--- src/hw/dsp_decode_pkg.sv ---
// Constants, field positions and types shared by the add and branch decoder.
`default_nettype none

package dsp_decode_pkg;

  localparam int WORD_W = 16;

  // Instruction word field positions.
  localparam int TOP_LSB   = 12;
  localparam int SHIFT_LSB = 8;
  localparam int SEL_LSB   = 8;
  localparam int STATE_LSB = 4;
  localparam int MASK_LSB  = 0;

  // Bit order inside a four-bit flag condition field, most significant first.
  localparam int FLAG_ZERO  = 3;
  localparam int FLAG_NEG   = 2;
  localparam int FLAG_OVF   = 1;
  localparam int FLAG_CARRY = 0;

  // Condition source selector codes.
  localparam logic [1:0] SRC_PIN_LOW    = 2'h0;
  localparam logic [1:0] SRC_TEST_SET   = 2'h1;
  localparam logic [1:0] SRC_TEST_CLEAR = 2'h2;
  localparam logic [1:0] SRC_NONE       = 2'h3;

  // Opcode patterns.
  localparam logic [3:0]  NIB_ADD_SHIFT   = 4'h2;
  localparam logic [3:0]  NIB_COND_JUMP   = 4'he;
  localparam logic [7:0]  PFX_ADD_HIGH    = 8'h61;
  localparam logic [7:0]  PFX_ADD_SHORT   = 8'hb8;
  localparam logic [7:0]  PFX_SUM_WITH_CARRY        = 8'h60;
  localparam logic [7:0]  PFX_SUM_WITHOUT_SIGN_EXTEND        = 8'h62;
  localparam logic [7:0]  PFX_SUM_SHIFTED_BY_TEMP        = 8'h63;
  localparam logic [7:0]  PFX_AUX_INC     = 8'h78;
  localparam logic [7:0]  PFX_AND_MEM     = 8'h6e;
  localparam logic [7:0]  PFX_LOOP_AUX    = 8'h7b;
  localparam logic [11:0] OPC_ADD_LONG    = 12'hbf9;
  localparam logic [11:0] OPC_AND_LONG    = 12'hbfb;
  localparam logic [15:0] OPC_MAGNITUDE   = 16'hbe00;
  localparam logic [15:0] OPC_AND_HIGH    = 16'hbe81;
  localparam logic [15:0] OPC_ACC_PRODUCT = 16'hbe04;
  localparam logic [15:0] OPC_JUMP_ACC    = 16'hbe20;
  localparam logic [15:0] OPC_JUMP_PIN    = 16'he000;

  // Flag condition bytes (state nibble, then mask nibble) of common branches.
  localparam logic [7:0] COND_GE       = 8'h8c;
  localparam logic [7:0] COND_GT       = 8'h04;
  localparam logic [7:0] COND_LE       = 8'hcc;
  localparam logic [7:0] COND_LT       = 8'h44;
  localparam logic [7:0] COND_CARRY    = 8'h11;
  localparam logic [7:0] COND_NO_CARRY = 8'h01;
  localparam logic [7:0] COND_NO_OVF   = 8'h02;

  // Word and cycle counts.
  localparam logic [1:0] WORDS_ONE   = 2'h1;
  localparam logic [1:0] WORDS_TWO   = 2'h2;
  localparam logic [2:0] CYC_ONE     = 3'h1;
  localparam logic [2:0] CYC_TWO     = 3'h2;
  localparam logic [2:0] CYC_THREE   = 3'h3;
  localparam logic [2:0] CYC_FOUR    = 3'h4;

  typedef enum logic [4:0] {
    OP_UNKNOWN                    = 5'h00,
    OP_MAGNITUDE_OF_ACCUMULATOR   = 5'h01,
    OP_SUM_SHIFTED                = 5'h02,
    OP_SUM_HIGH                   = 5'h03,
    OP_SUM_SHORT_IMM              = 5'h04,
    OP_SUM_LONG_IMM               = 5'h05,
    OP_SUM_WITH_CARRY             = 5'h06,
    OP_SUM_WITHOUT_SIGN_EXTEND    = 5'h07,
    OP_SUM_SHIFTED_BY_TEMP        = 5'h08,
    OP_AUX_REG_SHORT_INCREMENT    = 5'h09,
    OP_AND_MEM                    = 5'h0a,
    OP_AND_LONG_IMM               = 5'h0b,
    OP_AND_HIGH_IMM               = 5'h0c,
    OP_ACCUMULATE_PRODUCT         = 5'h0d,
    OP_JUMP_TO_ACCUMULATOR_TARGET = 5'h0e,
    OP_LOOP_ON_AUX_NONZERO        = 5'h0f,
    OP_CONDITIONAL_JUMP           = 5'h10
  } op_t;

  typedef enum logic [1:0] {
    ST_OPCODE  = 2'h0,
    ST_OPERAND = 2'h1,
    ST_STALL   = 2'h2
  } dec_state_t;

endpackage : dsp_decode_pkg

`default_nettype wire

--- src/hw/dsp_add_and_branch_decoder.sv ---
// Decoder for the add, logical-AND, product-accumulate and branch instructions.
//
// Notes on behaviour
// [RQ1] Selector: pin low, test set, test clear, none.
// [RQ2] Flag field bits: zero, negative, overflow, carry.
// [RQ3] Low nibble is mask, bits 4-7 state.
// [RQ4] Condition met when masked comparison leaves any bit.
// [RQ5] Magnitude of accumulator: one word, one cycle.
// [RQ6] Shifted, high and short-immediate sum_without_sign_extend: one cycle.
// [RQ7] Long-immediate shifted add: two words, two cycles.
// [RQ8] Carry, unsigned-low and temp-shifted memory sum_without_sign_extend.
// [RQ9] Short constant added to auxiliary register.
// [RQ10] AND forms: memory, shifted immediate, shift 16.
// [RQ11] Product register added to accumulator, one cycle.
// [RQ12] Jump to accumulator target: one word, four cycles.
// [RQ13] Loop on aux nonzero: four taken, two not.
// [RQ14] Conditional jump: top nibble 1110, selector bits 8-9.
// [RQ15] Pin-low jump: four taken, three not.
// [RQ16] Accumulator sign jumps use fixed flag bytes.
// [RQ17] Carry and overflow jumps: four taken, two not.
// [RQ18] Second word is operand, never a new opcode.
`default_nettype none

module dsp_add_and_branch_decoder
  import dsp_decode_pkg::*;
#(
  parameter int W = dsp_decode_pkg::WORD_W
) (
  input  wire logic                     clk,
  input  wire logic                     rstn,
  input  wire logic [W-1:0]             word_data,
  input  wire logic                     word_valid,
  output logic                          word_ready,
  input  wire logic [3:0]               flags,
  input  wire logic                     test_flag,
  input  wire logic                     branch_input_pin,
  input  wire logic                     aux_reg_nonzero,
  output logic                          dec_valid,
  output dsp_decode_pkg::op_t           dec_op,
  output logic [3:0]                    dec_shift_count,
  output logic [7:0]                    dec_short_field,
  output logic [W-1:0]                  dec_long_word,
  output logic [1:0]                    dec_cond_select,
  output logic [1:0]                    dec_words,
  output logic [2:0]                    dec_cycles,
  output logic                          dec_jump_taken
);

  import dsp_decode_pkg::*;

  function automatic op_t decode_op(input logic [15:0] w);
    op_t op;
    op = OP_UNKNOWN;
    if (w == OPC_MAGNITUDE) op = OP_MAGNITUDE_OF_ACCUMULATOR;          // see [RQ5]
    else if (w == OPC_ACC_PRODUCT) op = OP_ACCUMULATE_PRODUCT;         // see [RQ11]
    else if (w == OPC_JUMP_ACC) op = OP_JUMP_TO_ACCUMULATOR_TARGET;    // see [RQ12]
    else if (w == OPC_AND_HIGH) op = OP_AND_HIGH_IMM;                  // see [RQ10]
    else if (w[15:4] == OPC_ADD_LONG) op = OP_SUM_LONG_IMM;            // see [RQ7]
    else if (w[15:4] == OPC_AND_LONG) op = OP_AND_LONG_IMM;            // see [RQ10]
    else if (w[15:12] == NIB_ADD_SHIFT) op = OP_SUM_SHIFTED;           // see [RQ6]
    else if (w[15:12] == NIB_COND_JUMP) op = OP_CONDITIONAL_JUMP;      // see [RQ14]
    else begin
      unique case (w[15:8])
        PFX_ADD_HIGH:  op = OP_SUM_HIGH;                               // see [RQ6]
        PFX_ADD_SHORT: op = OP_SUM_SHORT_IMM;                          // see [RQ6]
        PFX_SUM_WITH_CARRY:      op = OP_SUM_WITH_CARRY;                         // see [RQ8]
        PFX_SUM_WITHOUT_SIGN_EXTEND:      op = OP_SUM_WITHOUT_SIGN_EXTEND;                // see [RQ8]
        PFX_SUM_SHIFTED_BY_TEMP:      op = OP_SUM_SHIFTED_BY_TEMP;                    // see [RQ8]
        PFX_AUX_INC:   op = OP_AUX_REG_SHORT_INCREMENT;                // see [RQ9]
        PFX_AND_MEM:   op = OP_AND_MEM;                                // see [RQ10]
        PFX_LOOP_AUX:  op = OP_LOOP_ON_AUX_NONZERO;                    // see [RQ13]
        default:       op = OP_UNKNOWN;
      endcase
    end
    return op;
  endfunction : decode_op

  function automatic logic two_words(input op_t op);
    return (op == OP_SUM_LONG_IMM) || (op == OP_AND_LONG_IMM) ||
           (op == OP_AND_HIGH_IMM) || (op == OP_LOOP_ON_AUX_NONZERO) ||
           (op == OP_CONDITIONAL_JUMP);  // see [RQ18]
  endfunction : two_words

  // Cycles for one-word operations; two-word ones are worked out with the operand.
  function automatic logic [2:0] one_word_cycles(input op_t op);
    return (op == OP_JUMP_TO_ACCUMULATOR_TARGET) ? CYC_FOUR : CYC_ONE;  // see [RQ12]
  endfunction : one_word_cycles

  dec_state_t     state_reg;
  logic [2:0]     stall_reg;
  logic [15:0]    opcode_reg;
  op_t            pend_op_reg;
  logic           accept;
  logic           cond_met;
  op_t            first_op;
  logic           emit;
  op_t            emit_op;
  logic [15:0]    emit_word;
  logic [1:0]     emit_words;
  logic [2:0]     emit_cycles;
  logic           emit_taken;
  logic [2:0]     stall_next;

  // The decoder stalls its source for the cycles an instruction takes beyond its word count.
  assign word_ready = (state_reg != ST_STALL);
  assign accept     = word_valid & word_ready;
  assign first_op   = decode_op(word_data[15:0]);

  flag_condition_eval u_cond (
    .cond_source_select (opcode_reg[SEL_LSB +: 2]),
    .flag_state         (opcode_reg[STATE_LSB +: 4]),
    .flag_mask          (opcode_reg[MASK_LSB +: 4]),
    .flags              (flags),
    .test_flag          (test_flag),
    .branch_input_pin   (branch_input_pin),
    .cond_met           (cond_met)
  );

  always_comb begin
    emit        = 1'b0;
    emit_op     = OP_UNKNOWN;
    emit_word   = word_data[15:0];
    emit_words  = WORDS_ONE;
    emit_cycles = CYC_ONE;
    emit_taken  = 1'b0;
    stall_next  = 3'h0;
    if (accept && state_reg == ST_OPCODE && !two_words(first_op)) begin
      emit        = 1'b1;
      emit_op     = first_op;
      emit_cycles = one_word_cycles(first_op);
      emit_taken  = (first_op == OP_JUMP_TO_ACCUMULATOR_TARGET);  // see [RQ12]
      stall_next  = emit_cycles - CYC_ONE;
    end else if (accept && state_reg == ST_OPERAND) begin
      // The operand word is never decoded; the held opcode supplies the fields.
      emit       = 1'b1;  // see [RQ18]
      emit_op    = pend_op_reg;
      emit_word  = opcode_reg;
      emit_words = WORDS_TWO;
      unique case (pend_op_reg)
        OP_LOOP_ON_AUX_NONZERO: begin
          emit_taken  = aux_reg_nonzero;
          emit_cycles = aux_reg_nonzero ? CYC_FOUR : CYC_TWO;  // see [RQ13]
        end
        OP_CONDITIONAL_JUMP: begin
          emit_taken = cond_met;  // see [RQ14] see [RQ16] see [RQ17]
          if (cond_met) emit_cycles = CYC_FOUR;
          else if (opcode_reg[SEL_LSB +: 2] == SRC_PIN_LOW) emit_cycles = CYC_THREE;  // see [RQ15]
          else emit_cycles = CYC_TWO;  // see [RQ17]
        end
        default: emit_cycles = CYC_TWO;  // see [RQ7] see [RQ10]
      endcase
      stall_next = emit_cycles - CYC_TWO;
    end
  end

  always_ff @(posedge clk or negedge rstn) begin
    if (!rstn) begin
      state_reg <= ST_OPCODE;
      stall_reg <= 3'h0;
    end else begin
      unique case (state_reg)
        ST_OPCODE: begin
          if (accept && two_words(first_op)) begin
            state_reg <= ST_OPERAND;  // see [RQ18]
          end else if (emit && stall_next != 3'h0) begin
            state_reg <= ST_STALL;
            stall_reg <= stall_next;
          end
        end
        ST_OPERAND: begin
          if (emit && stall_next != 3'h0) begin
            state_reg <= ST_STALL;
            stall_reg <= stall_next;
          end else if (emit) begin
            state_reg <= ST_OPCODE;
          end
        end
        ST_STALL: begin
          stall_reg <= stall_reg - 3'h1;
          if (stall_reg == 3'h1) state_reg <= ST_OPCODE;
        end
        default: state_reg <= ST_OPCODE;
      endcase
    end
  end

  // The first word is held so that its fields survive the operand fetch.
  always_ff @(posedge clk or negedge rstn) begin
    if (!rstn) begin
      opcode_reg  <= 16'h0000;
      pend_op_reg <= OP_UNKNOWN;
    end else if (accept && state_reg == ST_OPCODE) begin
      opcode_reg  <= word_data[15:0];
      pend_op_reg <= first_op;
    end
  end

  always_ff @(posedge clk or negedge rstn) begin
    if (!rstn) begin
      dec_valid       <= 1'b0;
      dec_op          <= OP_UNKNOWN;
      dec_shift_count <= 4'h0;
      dec_short_field <= 8'h00;
      dec_long_word   <= '0;
      dec_cond_select <= 2'h0;
      dec_words       <= 2'h0;
      dec_cycles      <= 3'h0;
      dec_jump_taken  <= 1'b0;
    end else begin
      dec_valid <= emit;
      if (emit) begin
        dec_op          <= emit_op;
        dec_shift_count <= (emit_op == OP_SUM_LONG_IMM || emit_op == OP_AND_LONG_IMM) ?
                           emit_word[3:0] : emit_word[SHIFT_LSB +: 4];  // see [RQ6] see [RQ7]
        dec_short_field <= emit_word[7:0];  // see [RQ8] see [RQ9]
        dec_long_word   <= (emit_words == WORDS_TWO) ? word_data : '0;  // see [RQ18]
        dec_cond_select <= emit_word[SEL_LSB +: 2];
        dec_words       <= emit_words;
        dec_cycles      <= emit_cycles;
        dec_jump_taken  <= emit_taken;
      end
    end
  end
endmodule : dsp_add_and_branch_decoder

`default_nettype wire

--- src/hw/flag_condition_eval.sv ---
// Condition evaluator for the conditional jump: source selector plus flag field.
`default_nettype none

module flag_condition_eval
  import dsp_decode_pkg::*;
(
  input  wire logic [1:0] cond_source_select,
  input  wire logic [3:0] flag_state,
  input  wire logic [3:0] flag_mask,
  input  wire logic [3:0] flags,
  input  wire logic       test_flag,
  input  wire logic       branch_input_pin,
  output logic            cond_met
);

  logic       source_ok;
  logic [3:0] flag_match;
  logic       flag_ok;

  always_comb begin
    unique case (cond_source_select)  // see [RQ1]
      SRC_PIN_LOW:    source_ok = ~branch_input_pin;
      SRC_TEST_SET:   source_ok = test_flag;
      SRC_TEST_CLEAR: source_ok = ~test_flag;
      SRC_NONE:       source_ok = 1'b1;
    endcase
  end

  // Flags arrive ordered zero, negative, overflow, carry from bit 3 down.
  assign flag_match = ~(flags ^ flag_state);  // see [RQ2]
  // An all-zero mask tests no flag, so the source selector alone decides.
  assign flag_ok = (flag_mask == 4'h0) | (|(flag_mask & flag_match));  // see [RQ3] see [RQ4]
  assign cond_met = source_ok & flag_ok;

endmodule : flag_condition_eval

`default_nettype wire

--- config.mk ---
export PLATFORM = sky130hd
export DESIGN_NAME = dsp_add_and_branch_decoder
export DESIGN_NICKNAME = d
export VERILOG_FILES = /design/src/hw/dsp_decode_pkg.sv /design/src/hw/dsp_add_and_branch_decoder.sv /design/src/hw/flag_condition_eval.sv
export SDC_FILE = /design/constraint.sdc
export NUM_CORES = 1
export LEC_CHECK = 0
export ABC_AREA = 1
export ABC_CLOCK_PERIOD_IN_PS = 4300
export BUFFER_PORTS_ARGS = -buffer_cell sky130_fd_sc_hd__clkbuf_2
export CORE_MARGIN = 2
export CORE_UTILIZATION = 33
export DETAILED_ROUTE_END_ITERATION = 8
export GPL_TIMING_DRIVEN = 0
export PLACE_DENSITY_LB_ADDON = 0.1
export SLEW_MARGIN = 40
export SYNTH_ARGS = -nofsm -noshare
export SYNTH_HDL_FRONTEND = slang
export SYNTH_SLANG_ARGS = --single-unit
--- constraint.sdc ---
create_clock -name clk -period 4.3 [get_ports clk]
set_input_delay 0.86 -clock clk [delete_from_list [all_inputs] [get_ports clk]]
set_output_delay 0.86 -clock clk [all_outputs]
set_load 0.05 [all_outputs]
==> impl_metrics.toml <==
[setup_path]
worst-path-buf-inv = 5
critPathTopFamily = "buffers and inverters"
slowest_stage = "buf_2"
critPathMaxFanout = 10
crit_arrival_ns = 2.64
timing.rr.start = "state_reg[0]"
worstRegToRegCells = 10
r2r-end = "dec_long_word[5]"
path_cells = "clkbuf_2 > inv_2 > nand2_1 > nor2_1 > nand2_2 > nor2_2 > nor2_2 > nand4_2 > buf_6 > nand2_4 > inv_2 > buf_2 > nand2_1 > o21ai_0"
path_class = "in -> reg"
startpoint_type = "input port"
worstPathRequired_ns = 4.55
end_kind = "flop"
cp-startpoint = "word_data[8]"
max_stage_delay_ns = 0.27
r2r_slack_ns = 2.23

[clock_network]
cts_buffers = 9
cts_buffer_depth = 2
post_cts_resized = 0
cts.clk_slew.worst_paths_ns = 0.07
htreeDepth = 3
post_cts_buffers = 0
insertion_delay_ns = 0.33
cts_tree = "done"
root_buffer = "clkbuf_8"
clkSinkCount = 63
cts_hold_buf = 0

[sta]
fmax_mhz = 417
period_minus_slack_ns = 2.40
timing.final.hold_violations = 0
slew_violations = 0
slew_headroom_pct = 65.2
tns_ns = 0
tightest_slew_ns = 0.522
worst_clock_skew_ns = 0.00773
whs_ns = 0.471
post-route-period-util_pct = 55.7
setup_viol = 0
rsz0062_at_grt = "no"

[drt]
drt-total-wl_um = 9320
drt_pre_antenna_iters = 5
drc = 0
vias = 3020
avgViaCountPerCell = 4.71
postRouteAntennaNets = 0
drt-initial-drc-count = 138
wire_per_inst_um = 14.5

[yosys]
synthTopCellsByCount = "nand2_1, dfrtp_1, o21ai_0"
synth_top_family_by_area = "simple AND/OR/NAND/NOR gates"
syn_inst = 424
synth_edf_count = 0
synth_area_sq_um = 3290
yosys.area_share.xor_xnor_pct = 1.07
synth_top_area_share_pct = 48.0
synth_adder_area_share_pct = 0.761
synth_ff_type = "dfrtp_1"
yosysSeqAreaShare_pct = 48.0
synth_seq_cells = 63
synth.area.mux_share_pct = 0
synth_compound_area_share_pct = 12.3
yosysWarnings = 0
syn-num-nets = 452
ys_top_cells_by_area = "dfrtp_1, nand2_1, o21ai_0, nor2_1, inv_1"
yosysTopAreaCell = "dfrtp_1"
avgSynthCellArea_sq_um = 7.75
synth_cell_types = 38
synthArstFlopShare_pct = 100
synth-simple-area-share_pct = 31.4
synth_most_common_cell = "nand2_1"

[floorplanning]
ioPinCount = 69
core-area_sq_um = 9730
die_h_um = 104
rows = 36
initial_core_util_pct = 33.8
die_w_um = 104
die_area_sq_um = 10800

[placed_design]
io_buffer_count = 68
dp_cells = 625
dpl.hpwl_um = 6980
gp_routability_congestion = 0.812

[finish]
area_growth_pct = 21.5
nets = 531
final_util_pct = 41.0
diodes = 0
largest_register_ff_count = 16
layout-drive-gt1-share_pct = 22.8
final_cells = 641

[global_routing]
grt_pass1_vias = 2949
grt_max_degree = 64
grt_usage_pct = 17.9
gr-total-overflow = 0
grt_pass1_wl_um = 15400
grt_antenna_before_repair = 0

[flow_run]
drv_cap = 0

[run_status]
status = "complete, no violations"

[power_and_ir_drop]
p_leak_nw = 2.08
power_density_nw_per_um2 = 409
ir_drop_uv = 134

[hold_path]
min_path_cells = 2
hold_end = "dec_op[1]"
worstHoldStart = "dec_op[1]"
min_path_type = "reg -> reg"
## how the worst max path moves through the flow
stage	to	slack (ns)	cells after the start
CTS	dec_shift_count[3]	1.90	16
global route	dec_shift_count[2]	1.72	14
detailed placement	dec_shift_count[3]	1.54	16
floorplan	dec_shift_count[0]	2.08	15
global placement	dec_op[2]	1.54	14
finish	dec_long_word[5]	1.90	14
## through the flow
step / area, sq um / total power, mW / setup slack [ns]
floorplan: 3290 / 1.01 / 2.08
global placement: 3790 / 1.13 / 1.54
detailed placement: 3800 / 1.14 / 1.54
CTS: 3990 / 1.65 / 1.90
global route: 3990 / 1.73 / 1.72
finish: 3990 / 1.63 / 1.90
## kinds of logic (layout without fill, tap and decap cells)
family / count (synthesis) / count (layout)
buf+inv: 51 / 135
compound gates: 72 / 72
flops: 63 / 63
fa+ha+maj: 2 / 2
xor+xnor: 4 / 4
simple gates: 232 / 232
## report_power, final
group / internal, mW / switching [mW] / total, mW / leakage (nW)
registers: 0.663 / 0.0454 / 0.708 / 0.817
logic: 0.109 / 0.302 / 0.412 / 1.17
clock network: 0.284 / 0.230 / 0.514 / 0.0936
total: 1.06 / 0.578 / 1.63 / 2.08
## cells in the final DEF, fill, tap and decap left out, types with 3 or more instances in the layout
cell / Yosys / routed
nor2_2: 6 / 6
nor2_1: 47 / 47
buf_4: 3 / 3
xnor2_1: 4 / 4
clkbuf_8: 0 / 11
clkbuf_2: 0 / 67
nand2_1: 132 / 132
nand3_1: 21 / 21
nand2_2: 4 / 4
nand2_4: 3 / 3
buf_2: 3 / 3
inv_1: 33 / 33
nor3_1: 5 / 5
dfrtp_1: 63 / 63
nor2_4: 3 / 3
nand4_1: 5 / 5
o21ai_0: 53 / 53
clkbuf_1: 5 / 8
inv_2: 5 / 5
## worst min-delay path: cells and delay by family, from the launching register on
family        cells  cell delay, ns
simple gates      2            0.10
flops             1            0.34
## cell type report
type                       instances  area [sq um]
clock inverter                     3          42.5
multi-input combinational        310          1500
timing repair buffer              68           349
clock buffer                      13           149
sequential                        63          1580
tap                              133           166
inverter                          39           146
fill                            1076          5740
buffer                            12          67.6
## metal layers
layer / GRT usage, % / up-vias / wire, um
met5: 0 / - / 0
met4: 4.92 / 0 / 80
met3: 3.52 / 9 / 403
met2: 28.2 / 71 / 4230
met1: 25.3 / 1419 / 4610
li1: - / 1521 / -
No activity file was read; power rests on OpenSTA's default activity.
